`src/core/ebt_pkg.sv`:
```
// package of the eight-channel byte timer group
// assumes an apb slave with 32-bit data, byte offsets times four
package ebt_pkg;
  // ----------------------------------------------------------------
  // register indexes (byte address is four times the index)
  // ----------------------------------------------------------------
  localparam logic [7:0] IDX_RUN   = 8'h20;
  localparam logic [7:0] IDX_DBUF  = 8'h21;
  localparam logic [7:0] IDX_CMP0  = 8'h22;
  localparam logic [7:0] IDX_CMP1  = 8'h23;
  localparam logic [7:0] IDX_MOD01 = 8'h24;
  localparam logic [7:0] IDX_FFC02 = 8'h25;
  localparam logic [7:0] IDX_CMP2  = 8'h26;
  localparam logic [7:0] IDX_CMP3  = 8'h27;
  localparam logic [7:0] IDX_MOD23 = 8'h28;
  localparam logic [7:0] IDX_CMP4  = 8'h29;
  localparam logic [7:0] IDX_CMP5  = 8'h2a;
  localparam logic [7:0] IDX_MOD45 = 8'h2b;
  localparam logic [7:0] IDX_FFC46 = 8'h2c;
  localparam logic [7:0] IDX_CMP6  = 8'h2d;
  localparam logic [7:0] IDX_CMP7  = 8'h2e;
  localparam logic [7:0] IDX_MOD67 = 8'h2f;
  // ----------------------------------------------------------------
  // reset values and field positions
  // ----------------------------------------------------------------
  localparam logic [7:0] RST_RUN   = 8'h00;
  localparam logic [3:0] RST_DBUF  = 4'h0;
  localparam logic [7:0] RST_MOD   = 8'h00;
  localparam logic [7:0] RST_FFC   = 8'hcc;
  localparam int         MOD_OP_LSB  = 6;
  localparam int         MOD_PWM_LSB = 4;
  localparam int         MOD_CKH_LSB = 2;
  localparam int         MOD_CKL_LSB = 0;
  localparam int         FFC_HI_LSB  = 4;
  localparam int         FFC_LO_LSB  = 0;
  // ----------------------------------------------------------------
  // enumerations
  // ----------------------------------------------------------------
  typedef enum logic [1:0] {
    EBT_OP_8BIT = 2'b00,
    EBT_OP_16   = 2'b01,
    EBT_OP_PPG  = 2'b10,
    EBT_OP_PWM  = 2'b11
  } ebt_op_t;
  typedef enum logic [1:0] {
    EBT_FF_INV  = 2'b00,
    EBT_FF_SET  = 2'b01,
    EBT_FF_CLR  = 2'b10,
    EBT_FF_KEEP = 2'b11
  } ebt_ffcmd_t;
  // one pair mode register
  typedef struct packed {
    ebt_op_t    op;
    logic [1:0] pwm;
    logic [1:0] ck_hi;
    logic [1:0] ck_lo;
  } ebt_mode_t;
  // timer clock sources shared by all pairs
  typedef struct packed {
    logic       t1;
    logic       t4;
    logic       t16;
    logic       t256;
  } ebt_tick_t;
endpackage : ebt_pkg

```
`src/core/ebt_timer_group.sv`:
```
// eight 8-bit interval timers in four pairs with apb registers
// assumes synchronous prescaler ticks and external inputs, one clock
//
// Summary of operation
// run bit per timer; zero stops, clears
// double buffer enables for compares 6,4,2,0
// pair mode: 8bit, 16bit cascade, ppg, pwm
// pwm cycle codes 63, 127, 255 counts
// flip-flop command codes; auto-invert enable bit
// source bit picks lower or higher timer
// compare registers write-only, no reset value
// match pulses: flip-flop, cascade, counter clear
`timescale 1ns/100ps
module ebt_timer_group #(
  parameter int NTMR = 8
) (
  input  wire logic                 pclk,
  input  wire logic                 presetn,
  input  wire logic                 psel,
  input  wire logic                 penable,
  input  wire logic                 pwrite,
  input  wire logic [11:0]          paddr,
  input  wire logic [31:0]          pwdata,
  output logic      [31:0]          prdata,
  output logic                      pready,
  output logic                      pslverr,
  input  wire ebt_pkg::ebt_tick_t   tick,
  input  wire logic [NTMR-1:0]      ext_in,
  output logic      [3:0]           timer_output_flipflop
);
  import ebt_pkg::*;

  // ----------------------------------------------------------------
  // bus decode
  // ----------------------------------------------------------------
  wire        acc    = psel & penable;
  wire        wr_en  = acc & pwrite;
  wire        al_ok  = (paddr[1:0] == 2'b00);
  wire [7:0]  idx    = paddr[9:2];
  wire        hi_ok  = (paddr[11:10] == 2'b00) & al_ok;

  logic [7:0]      run_q;
  logic [3:0]      dbuf_q;
  ebt_mode_t [3:0] mode_q;
  logic [7:0]      ffc_q [2];
  logic [7:0]      cmp_q [NTMR];
  logic [7:0]      cbuf_q [NTMR];
  logic [7:0]      cnt_q [NTMR];
  logic [3:0]      tff_q;
  logic [31:0]     prdata_q;
  logic            pready_q;
  logic            pslverr_q;

  function automatic int cmp_slot(input logic [7:0] i);
    case (i)
      IDX_CMP0: cmp_slot = 0;
      IDX_CMP1: cmp_slot = 1;
      IDX_CMP2: cmp_slot = 2;
      IDX_CMP3: cmp_slot = 3;
      IDX_CMP4: cmp_slot = 4;
      IDX_CMP5: cmp_slot = 5;
      IDX_CMP6: cmp_slot = 6;
      IDX_CMP7: cmp_slot = 7;
      default:  cmp_slot = -1;
    endcase
  endfunction : cmp_slot

  function automatic int mod_slot(input logic [7:0] i);
    case (i)
      IDX_MOD01: mod_slot = 0;
      IDX_MOD23: mod_slot = 1;
      IDX_MOD45: mod_slot = 2;
      IDX_MOD67: mod_slot = 3;
      default:   mod_slot = -1;
    endcase
  endfunction : mod_slot

  int        cslot;
  int        mslot;
  assign cslot = cmp_slot(idx);
  assign mslot = mod_slot(idx);
  wire       is_ffc = (idx == IDX_FFC02) | (idx == IDX_FFC46);
  wire       ffsel  = (idx == IDX_FFC46);
  wire       mapped = hi_ok & ((idx == IDX_RUN) | (idx == IDX_DBUF) |
                       (cslot >= 0) | (mslot >= 0) | is_ffc);
  // compare registers answer reads with an error
  wire       bad    = ~mapped | (~pwrite & (cslot >= 0));

  // read data: ffc command fields read back as 11
  logic [7:0] rd_byte;
  always_comb begin
    rd_byte = 8'h00;
    if (idx == IDX_RUN)
      rd_byte = run_q;
    else if (idx == IDX_DBUF)
      rd_byte = {4'h0, dbuf_q};
    else if (mslot >= 0)
      rd_byte = mode_q[mslot[1:0]];
    else if (is_ffc)
      rd_byte = {2'b11, ffc_q[ffsel][5:4], 2'b11, ffc_q[ffsel][1:0]};
  end

  // ----------------------------------------------------------------
  // counters
  // ----------------------------------------------------------------
  function automatic logic pick_tick(input logic [1:0] s,
                                     input logic       alt,
                                     input ebt_tick_t  t);
    case (s)
      2'b00:   pick_tick = alt;
      2'b01:   pick_tick = t.t1;
      2'b10:   pick_tick = t.t16;
      default: pick_tick = t.t256;
    endcase
  endfunction : pick_tick

  logic [NTMR-1:0] step;
  logic [NTMR-1:0] match;
  logic [NTMR-1:0] clr;
  logic [3:0]      wrap;
  // one pulse per period: a held match must not retrigger
  wire  [NTMR-1:0] hit = match & step;

  // pwm period is 2^n-1 ticks, last count 2^n-2; code 00 leaves 2^8-1
  always_comb begin
    for (int p = 0; p < 4; p++) begin
      case (mode_q[p].pwm)
        2'b01:   wrap[p] = (cnt_q[2*p] == 8'h3e);
        2'b10:   wrap[p] = (cnt_q[2*p] == 8'h7e);
        default: wrap[p] = (cnt_q[2*p] == 8'hfe);
      endcase
    end
  end

  always_comb begin
    for (int i = 0; i < NTMR; i++) begin
      match[i] = run_q[i] & (cnt_q[i] == cmp_q[i]);
    end
    for (int p = 0; p < 4; p++) begin
      // low timer: even index uses t1/t4/t16 or external input
      step[2*p] = run_q[2*p] & ((mode_q[p].ck_lo == 2'b00) ? ext_in[2*p] :
                  (mode_q[p].ck_lo == 2'b01) ? tick.t1 :
                  (mode_q[p].ck_lo == 2'b10) ? tick.t4 : tick.t16);
      // high timer: code 00 cascades from low timer match
      step[2*p+1] = run_q[2*p+1] &
                    pick_tick(mode_q[p].ck_hi,
                              match[2*p] & step[2*p], tick);
      clr[2*p]   = 1'b0;
      clr[2*p+1] = 1'b0;
      case (mode_q[p].op)
        EBT_OP_8BIT: begin
          clr[2*p]   = match[2*p] & step[2*p];
          clr[2*p+1] = match[2*p+1] & step[2*p+1];
        end
        EBT_OP_16: begin
          // high counter steps on low wrap; clears on joint match
          step[2*p+1] = run_q[2*p+1] & step[2*p] & (cnt_q[2*p] == 8'hff);
          clr[2*p]    = match[2*p] & match[2*p+1] & step[2*p];
          clr[2*p+1]  = clr[2*p];
        end
        EBT_OP_PPG: begin
          clr[2*p] = match[2*p+1] & step[2*p];
        end
        EBT_OP_PWM: begin
          clr[2*p] = wrap[p] & step[2*p];
        end
        default: begin
          clr[2*p] = 1'b0;
        end
      endcase
    end
  end

  // ----------------------------------------------------------------
  // flip-flop control (ffc02 holds ff1/ff3, ffc46 holds ff5/ff7)
  // ----------------------------------------------------------------
  // each output flip-flop inverts on the match of the timer chosen in its pair
  logic [3:0] ff_trig;
  logic [3:0] ff_next;
  always_comb begin
    for (int f = 0; f < 4; f++) begin
      logic [7:0] r;
      logic [3:0] nib;
      int         pr;
      r   = ffc_q[f/2];
      nib = (f % 2 == 1) ? r[7:4] : r[3:0];
      // ffc02 serves pairs 0 and 1, ffc46 pairs 2 and 3
      pr  = f;
      ff_trig[f] = nib[1] & (nib[0] ? hit[2*pr+1] : hit[2*pr]);
      ff_next[f] = ff_trig[f] ? ~tff_q[f] : tff_q[f];
    end
    if (wr_en & hi_ok & is_ffc) begin
      for (int h = 0; h < 2; h++) begin
        logic [1:0] cmd;
        int         f2;
        cmd = pwdata[FFC_LO_LSB + 4*h + 2 +: 2];
        f2  = 2*(ffsel ? 1 : 0) + h;
        case (ebt_ffcmd_t'(cmd))
          EBT_FF_INV:  ff_next[f2] = ~tff_q[f2];
          EBT_FF_SET:  ff_next[f2] = 1'b1;
          EBT_FF_CLR:  ff_next[f2] = 1'b0;
          default:     ff_next[f2] = ff_next[f2];
        endcase
      end
    end
  end

  // ----------------------------------------------------------------
  // registers
  // ----------------------------------------------------------------
  always_ff @(posedge pclk or negedge presetn) begin
    if (!presetn) begin
      run_q    <= RST_RUN;
      dbuf_q   <= RST_DBUF;
      mode_q   <= {4{RST_MOD}};
      ffc_q[0] <= RST_FFC;
      ffc_q[1] <= RST_FFC;
      tff_q    <= 4'h0;
      for (int i = 0; i < NTMR; i++)
        cnt_q[i] <= 8'h00;
    end else begin
      tff_q <= ff_next;
      for (int i = 0; i < NTMR; i++) begin
        if (!run_q[i] || clr[i])
          cnt_q[i] <= 8'h00;
        else if (step[i])
          cnt_q[i] <= cnt_q[i] + 8'h01;
      end
      if (wr_en & hi_ok) begin
        if (idx == IDX_RUN)
          run_q <= pwdata[7:0];
        if (idx == IDX_DBUF)
          dbuf_q <= pwdata[3:0];
        if (mslot >= 0)
          mode_q[mslot[1:0]] <= pwdata[7:0];
        if (is_ffc)
          ffc_q[ffsel] <= {2'b11, pwdata[5:4], 2'b11, pwdata[1:0]};
      end
    end
  end

  // compare storage has no reset; even ones may load via a buffer
  always_ff @(posedge pclk) begin
    for (int i = 0; i < NTMR; i++) begin
      if (wr_en & hi_ok & (cslot == i))
        cbuf_q[i] <= pwdata[7:0];
      if (wr_en & hi_ok & (cslot == i) &
          !((i % 2 == 0) && dbuf_q[i/2] && run_q[i]))
        cmp_q[i] <= pwdata[7:0];
      else if ((i % 2 == 0) && dbuf_q[i/2] && clr[i])
        cmp_q[i] <= cbuf_q[i];
    end
  end

  always_ff @(posedge pclk or negedge presetn) begin
    if (!presetn) begin
      prdata_q  <= 32'h0000_0000;
      pready_q  <= 1'b0;
      pslverr_q <= 1'b0;
    end else begin
      pready_q  <= psel & ~penable;
      pslverr_q <= psel & ~penable & bad;
      prdata_q  <= (psel & ~penable & ~pwrite & ~bad) ?
                   {24'h00_0000, rd_byte} : 32'h0000_0000;
    end
  end

  assign prdata                = prdata_q;
  assign pready                = pready_q;
  assign pslverr               = pslverr_q;
  assign timer_output_flipflop = tff_q;

  // ----------------------------------------------------------------
  // checks
  // ----------------------------------------------------------------
  AST_STOP_CLEARS: assert property (@(posedge pclk) disable iff (!presetn)
    !run_q[0] |=> cnt_q[0] == 8'h00)
    else $error("stopped timer counter not zero");
  AST_RUN_WRITE: assert property (@(posedge pclk) disable iff (!presetn)
    wr_en & hi_ok & (idx == IDX_RUN) |=> run_q == $past(pwdata[7:0]))
    else $error("run register not updated");
  AST_DBUF_LOW: assert property (@(posedge pclk) disable iff (!presetn)
    wr_en & hi_ok & (idx == IDX_DBUF) |=> dbuf_q == $past(pwdata[3:0]))
    else $error("double buffer bits wrong");
  AST_MODE_HOLD: assert property (@(posedge pclk) disable iff (!presetn)
    !(wr_en & hi_ok & (mslot == 0)) |=> $stable(mode_q[0]))
    else $error("mode changed without write");
  AST_PWM_WRAP: assert property (@(posedge pclk) disable iff (!presetn)
    run_q[0] & (mode_q[0].op == EBT_OP_PWM) & (mode_q[0].pwm == 2'b01)
    & step[0] & (cnt_q[0] == 8'h3e) |=> cnt_q[0] == 8'h00)
    else $error("pwm 6-bit period not wrapped");
  AST_FF_SET: assert property (@(posedge pclk) disable iff (!presetn)
    wr_en & hi_ok & (idx == IDX_FFC02) & (pwdata[3:2] == 2'b01)
    |=> tff_q[0])
    else $error("flip-flop set command ignored");
  AST_FF_SRC: assert property (@(posedge pclk) disable iff (!presetn)
    ffc_q[0][1] & !ffc_q[0][0] & match[0] & step[0] & !(wr_en & is_ffc)
    |=> tff_q[0] != $past(tff_q[0]))
    else $error("auto inversion missed");
  AST_CMP_READ_ERR: assert property (@(posedge pclk) disable iff (!presetn)
    psel & !penable & !pwrite & hi_ok & (cslot >= 0) |=> pslverr)
    else $error("compare read not refused");
  AST_MATCH_CLR: assert property (@(posedge pclk) disable iff (!presetn)
    (mode_q[0].op == EBT_OP_8BIT) & match[0] & step[0]
    |=> cnt_q[0] == 8'h00)
    else $error("match did not clear counter");
endmodule : ebt_timer_group

```
`config.mk`:
```
export PLATFORM = sky130hd
export DESIGN_NAME = ebt_timer_group
export DESIGN_NICKNAME = d
export VERILOG_FILES = /design/src/core/ebt_pkg.sv /design/src/core/ebt_timer_group.sv
export SDC_FILE = /design/constraint.sdc
export NUM_CORES = 1
export LEC_CHECK = 0
export ABC_AREA = 1
export BUFFER_PORTS_ARGS = -buffer_cell sky130_fd_sc_hd__buf_4
export CAP_MARGIN = 25
export CORE_MARGIN = 5
export CORE_UTILIZATION = 60
export DETAILED_ROUTE_END_ITERATION = 16
export PLACE_DENSITY = 0.92
export SYNTH_ARGS = -nofsm -noshare
export SYNTH_HDL_FRONTEND = slang
export SYNTH_SLANG_ARGS = --single-unit
```
`constraint.sdc`:
```
create_clock -name pclk -period 2.9 [get_ports pclk]
set_clock_uncertainty 0.1 [all_clocks]
set_input_delay 0.29 -clock pclk [delete_from_list [all_inputs] [get_ports pclk]]
set_output_delay 0.29 -clock pclk [all_outputs]
set_load 0.005 [all_outputs]
```
== Word level (Yosys, flattened, before mapping) ==
Memory sizes are Yosys's and may differ from the RTL's.
Index checks and enable logic that the tools add are counted.

* Memories: 2
* Flip-flop bits (word level): 138
* RAM bits: 128
* Output and inout port bits: 38
* Logic and storage cells: 483
* Input bits: 61

{| class="wikitable"
|+ Memory list
! name !! depth !! width !! rd ports !! clocked after Yosys merged registers in !! wr ports !! line !! text
|-
| cbuf_q || 8 || 8 || 4 || 0 || 1 || ebt_timer_group.sv:47 || <nowiki>logic [7:0] cbuf_q [NTMR];</nowiki>
|-
| cmp_q || 8 || 8 || 8 || 0 || 5 || ebt_timer_group.sv:46 || <nowiki>logic [7:0] cmp_q [NTMR];</nowiki>
|}

* Add/sub/neg operators: 9
* Bitwise operators: 103
* Reductions and logical operators: 71
* Equal/unequal tests: 87
* Muxes and demuxes: 169
* Order comparisons: 10

{| class="wikitable"
|+ Operator list
! operator !! number
|-
| 8-bit two-way mux || 38
|-
| 32-bit one-hot mux with 8 select lines || 1
|-
| 8-bit by 6-bit equality test with 1-bit output (second input constant) || 20
|-
| 32-bit by 4-bit equality test with 1-bit output (second input constant) || 4
|-
| 32-bit one-hot mux with 4 select lines || 1
|-
| 32-bit by 1-bit greater-or-equal comparator with 1-bit output (second input constant) || 3
|-
| 1-bit two-way mux || 83
|-
| 8-bit OR reduction || 10
|-
| 1-bit bitwise AND || 75
|-
| 8-bit by 1-bit adder with 8-bit output (second input constant) || 8
|-
| 32-bit by 3-bit equality test with 1-bit output (second input constant) || 2
|-
| 8-bit equality test || 8
|-
| 8-bit equality test (second input constant) || 8
|-
| 2-bit equality test (second input constant) || 22
|-
| 2-bit by 1-bit equality test with 1-bit output (second input constant) || 18
|-
| 32-bit bitwise mux || 1
|-
| 32-bit by 2-bit equality test with 1-bit output (second input constant) || 1
|-
| 8-bit by 7-bit equality test with 1-bit output (second input constant) || 4
|-
| 2-bit logical NOT || 16
|-
| 32-bit logical NOT || 1
|-
| 32-bit by 4-bit < comparator with 1-bit output (second input constant) || 1
|-
| 3-bit two-way mux || 10
|-
| 4-bit one-hot mux with 3 select lines || 2
|-
| 6-bit two-way mux || 3
|-
| other kinds (33) || 109
|}

== Depth between registers and ports, before layout ==
* Word-level depth: 25
* Gate-level depth with buffers: 18
* Mapped depth without buffers: 18

== Worst setup path after synthesis ==
OpenSTA, ideal clock, no wires.

* Path kind: in2reg
* From: in paddr[7]
* To: mem cmp_q[4][0], in the netlist cmp_q[1][0] (enable)
* Slack: 0.444 ns
* Path buffers: 0
* Stages: 12
* Library setup time: 0.384 ns
* Data arrival time: 1.972 ns
* Required time: 2.416 ns
* Cells stage by stage: inv_1 > nor2_2 > nand2_4 > nor2_2 > inv_1 > o21ai_0 > inv_1 > nor2_1 > nand2_1 > nor2_1 > nand2_1 > o21ai_0

{| class="wikitable"
|+ RTL lines
! what !! line !! text
|-
| start: declaration || ebt_timer_group.sv:22 || <nowiki>input wire logic [11:0] paddr,</nowiki>
|-
| end: declaration || ebt_timer_group.sv:46 ||
|}

==> impl_metrics.toml <==
[clock_tree]
cts_made_buffers = 25
cts_root_buf = "clkbuf_16"
cts_tree = "built"
cts.sinks = 226
clk_latency_ps = 530
cts.reportedPaths.clkPinSlew_ps = 60
h-tree-depth = 1
cts_buffer_depth = 3

[sta]
fin_ws_ps = 239
tns_ps = 0
period_share = 0.918
max_slew_margin = 0.523
rsz0062_at_grt = "no"
finalSetupViolations = 0
drv_slew = 0
tightest_slew_ps = 715
fmax_mhz = 376
finalCriticalPeriod_ps = 2660
finalHoldViolCount = 0

[yosys]
async_flop_share = 0.575
yosys_warnings = 0
synth_most_common_cell = "nand2_1"
synth_area_leader_cell = "dfrtp_1"
synth_area_leaders = "dfrtp_1 (26%), edfxtp_1 (23%), nand2_1 (11%)"
yosys.cell_types.count = 52
netlist.area_leader.share = 0.261
synth_flop_cell = "dfrtp_1"
ys_ff_latch = 226
synth_area_um2 = 12500
synthTopCellsByCount = "nand2_1 (362), inv_1 (177), nor2_1 (135)"
synthCells = 1462
yosysSeqAreaShare = 0.492
synth-edff-count = 96
synth_area_per_cell_um2 = 8.52

[route]
drtIter0Drc = 1302
dr.pass1.iters = 8
ant_nets = 0
drt-wirelength-per-cell_um = 18.0
drcViolationCount = 0
wirelength_um = 32800
vias = 10600
viasPerCell = 5.81

[setup_path]
start_kind = "flop"
cp.buffers_inverters = 1
critPathMaxFanout = 9
cp_common_cell = "nand2_2"
endpoint_kind = "flop"
slowest_delay_ps = 400
cp_slowest_cell = "dfrtp_1"
path_cells = "inv_1 -> nand2_1 -> o21ai_0 -> nor2_1 -> nand4_1 -> nor3b_1 -> nand2_1 -> o21ai_0 -> nand3_1 -> nand2_2 -> nand2_2 -> nand2_2"
crit_arrival_ps = 2780
crit_type = "reg -> reg"
critPathRequiredTime_ps = 3020
cp_top_family = "simple AND/OR/NAND/NOR gates"

[placed_design]
gp_congestion = 0.964
dp_hpwl_um = 22400
numPortBuffers = 46
dp_slack_ps = 139

[run]
drv_cap = 0

[die]
die_h_um = 154
row_count = 52
die_x_um = 154
coreArea_um2 = 20400
boundaryPins = 99
die_area_um2 = 23800
start_util = 0.612

[layout]
drive_above_1_share = 0.128
area_delta_synth_final_pct = 12.1
nets = 1614
antenna_cells = 0

[global_route]
grt_use_met1 = 0.354
busiest_layer = "met2"
first_global_vias = 10200
grtUsageTotal = 0.273
met3_usage = 0.0537
met2_usage = 0.443
grt_pass1_wl_um = 52400
grt_max_degree = 74
antenna_found_initial = 2
grt_overflow = 0

[power]
p_leak_uw = 0.00594
p_per_area_nw_per_um2 = 491
vdd_drop_max_v = 0.000441

[status]
status = "complete, no violations"

[min_path]
min_path_type = "in -> reg"
path summary, 6_finish.rpt:
kind	from	end	slack [ps]	depth (start not counted)
min in group asynchronous	presetn	cnt_q[27]	260	2
max in group asynchronous	presetn	prdata[7]	1660	3
worst max-delay path	cnt_q[51]	cmp_q[0][0]	240	12
worst min-delay path	pwdata[5]	cbuf_q[4][5]	50	1
worst max register to register	cnt_q[51]	cmp_q[0][0]	240	12
worst min register to register	mode_q[21]	mode_q[21]	400	2
cell usage in the layout (no fill, tap or decap), types with 5 or more instances in the layout:
cell and instances:
o21ai_2 24, nor2_2 10, nor4_1 12, a31oi_1 5, inv_2 8, buf_4 60, dfrtp_1 130, inv_1 177
or2_2 12, a21oi_1 32, clkbuf_16 25, o21ai_0 78, o21ai_1 13, clkbuf_1 6, nor2_1 135, nand3_1 79
xor2_1 42, conb_1 24, nor2_4 7, edfxtp_1 96, nor3_1 30, nand4_1 28, nand2_1 361, nor3b_1 7
xnor2_1 21, o211ai_1 11, ha_1 16, o31ai_1 5, nand2_2 15, nand3b_1 17, nand2_4 6
stage by stage:
stage                     area [um2]  std cells  hold slack [ps]   util  power (uW)
after floorplan                12500       1485             -106      -        3500
final                          14000       1826             49.0  0.686        6860
after CTS                      14000       1825             29.7  0.685        6880
after global placement         13100       1775              259  0.642        3620
after detailed placement       13100       1775              262  0.642        3630
after global routing           14000       1826             34.5  0.686        7040
sequential cells by signal (all words and copies together), names as in the netlist:
signal and flops:
cbuf_q 32, cmp_q 64, cnt_q 64, dbuf_q 4, ffc_q 8, mode_q 32, prdata 8, pready 1
pslverr 1, run_q 8, timer_output_flipflop 4
logic make-up after synthesis:
group	after synthesis	share of synthesized area
adders and majority gates	16	0.0161
DFF	226	0.492
buffers and inverters	228	0.0801
xor gates and xnor gates	63	0.0443
other	1	0.000301
AOI/OAI and AO/OA	195	0.0970
and+or+nand+nor	733	0.270
power breakdown:
group | switching [uW] | total (uW) | internal, uW
clock network | 1310 | 3290 | 1980
registers | 2.60 | 3340 | 3340
logic | 173 | 231 | 58.6
total | 1480 | 6860 | 5380
per-layer routing:
metal,part of all wire,up-vias
met4,0.052,2
met3,0.10,134
met5,0.00040,-
met2,0.47,621
met1,0.38,4930
li1,-,4920
cell type report:
class,count,area [um2]
tap,270,338
clock inverter,14,185
inverter,186,701
timing repair buffer,67,527
clock buffer,32,662
multi-input combinational,1031,5420
fill,1474,6400
sequential,226,6140
worst reg2reg max path, delay by kind of cell, from the launching register on:
family                 cells  cell delay (ps)
AO/OA/AOI/OAI              2              310
buffers and inverters      1              110
flip-flops                 1              400
AND/OR/NAND/NOR            9             1440
repair_timing:
action,in CTS,in global routing
buffers inserted,0,0
endpoints found under the hold margin,73,0
setup endpoints to repair,0,8
gates resized for setup,0,1
hold buffers,4,0
Note: power is estimated with default switching activity, not from simulation.
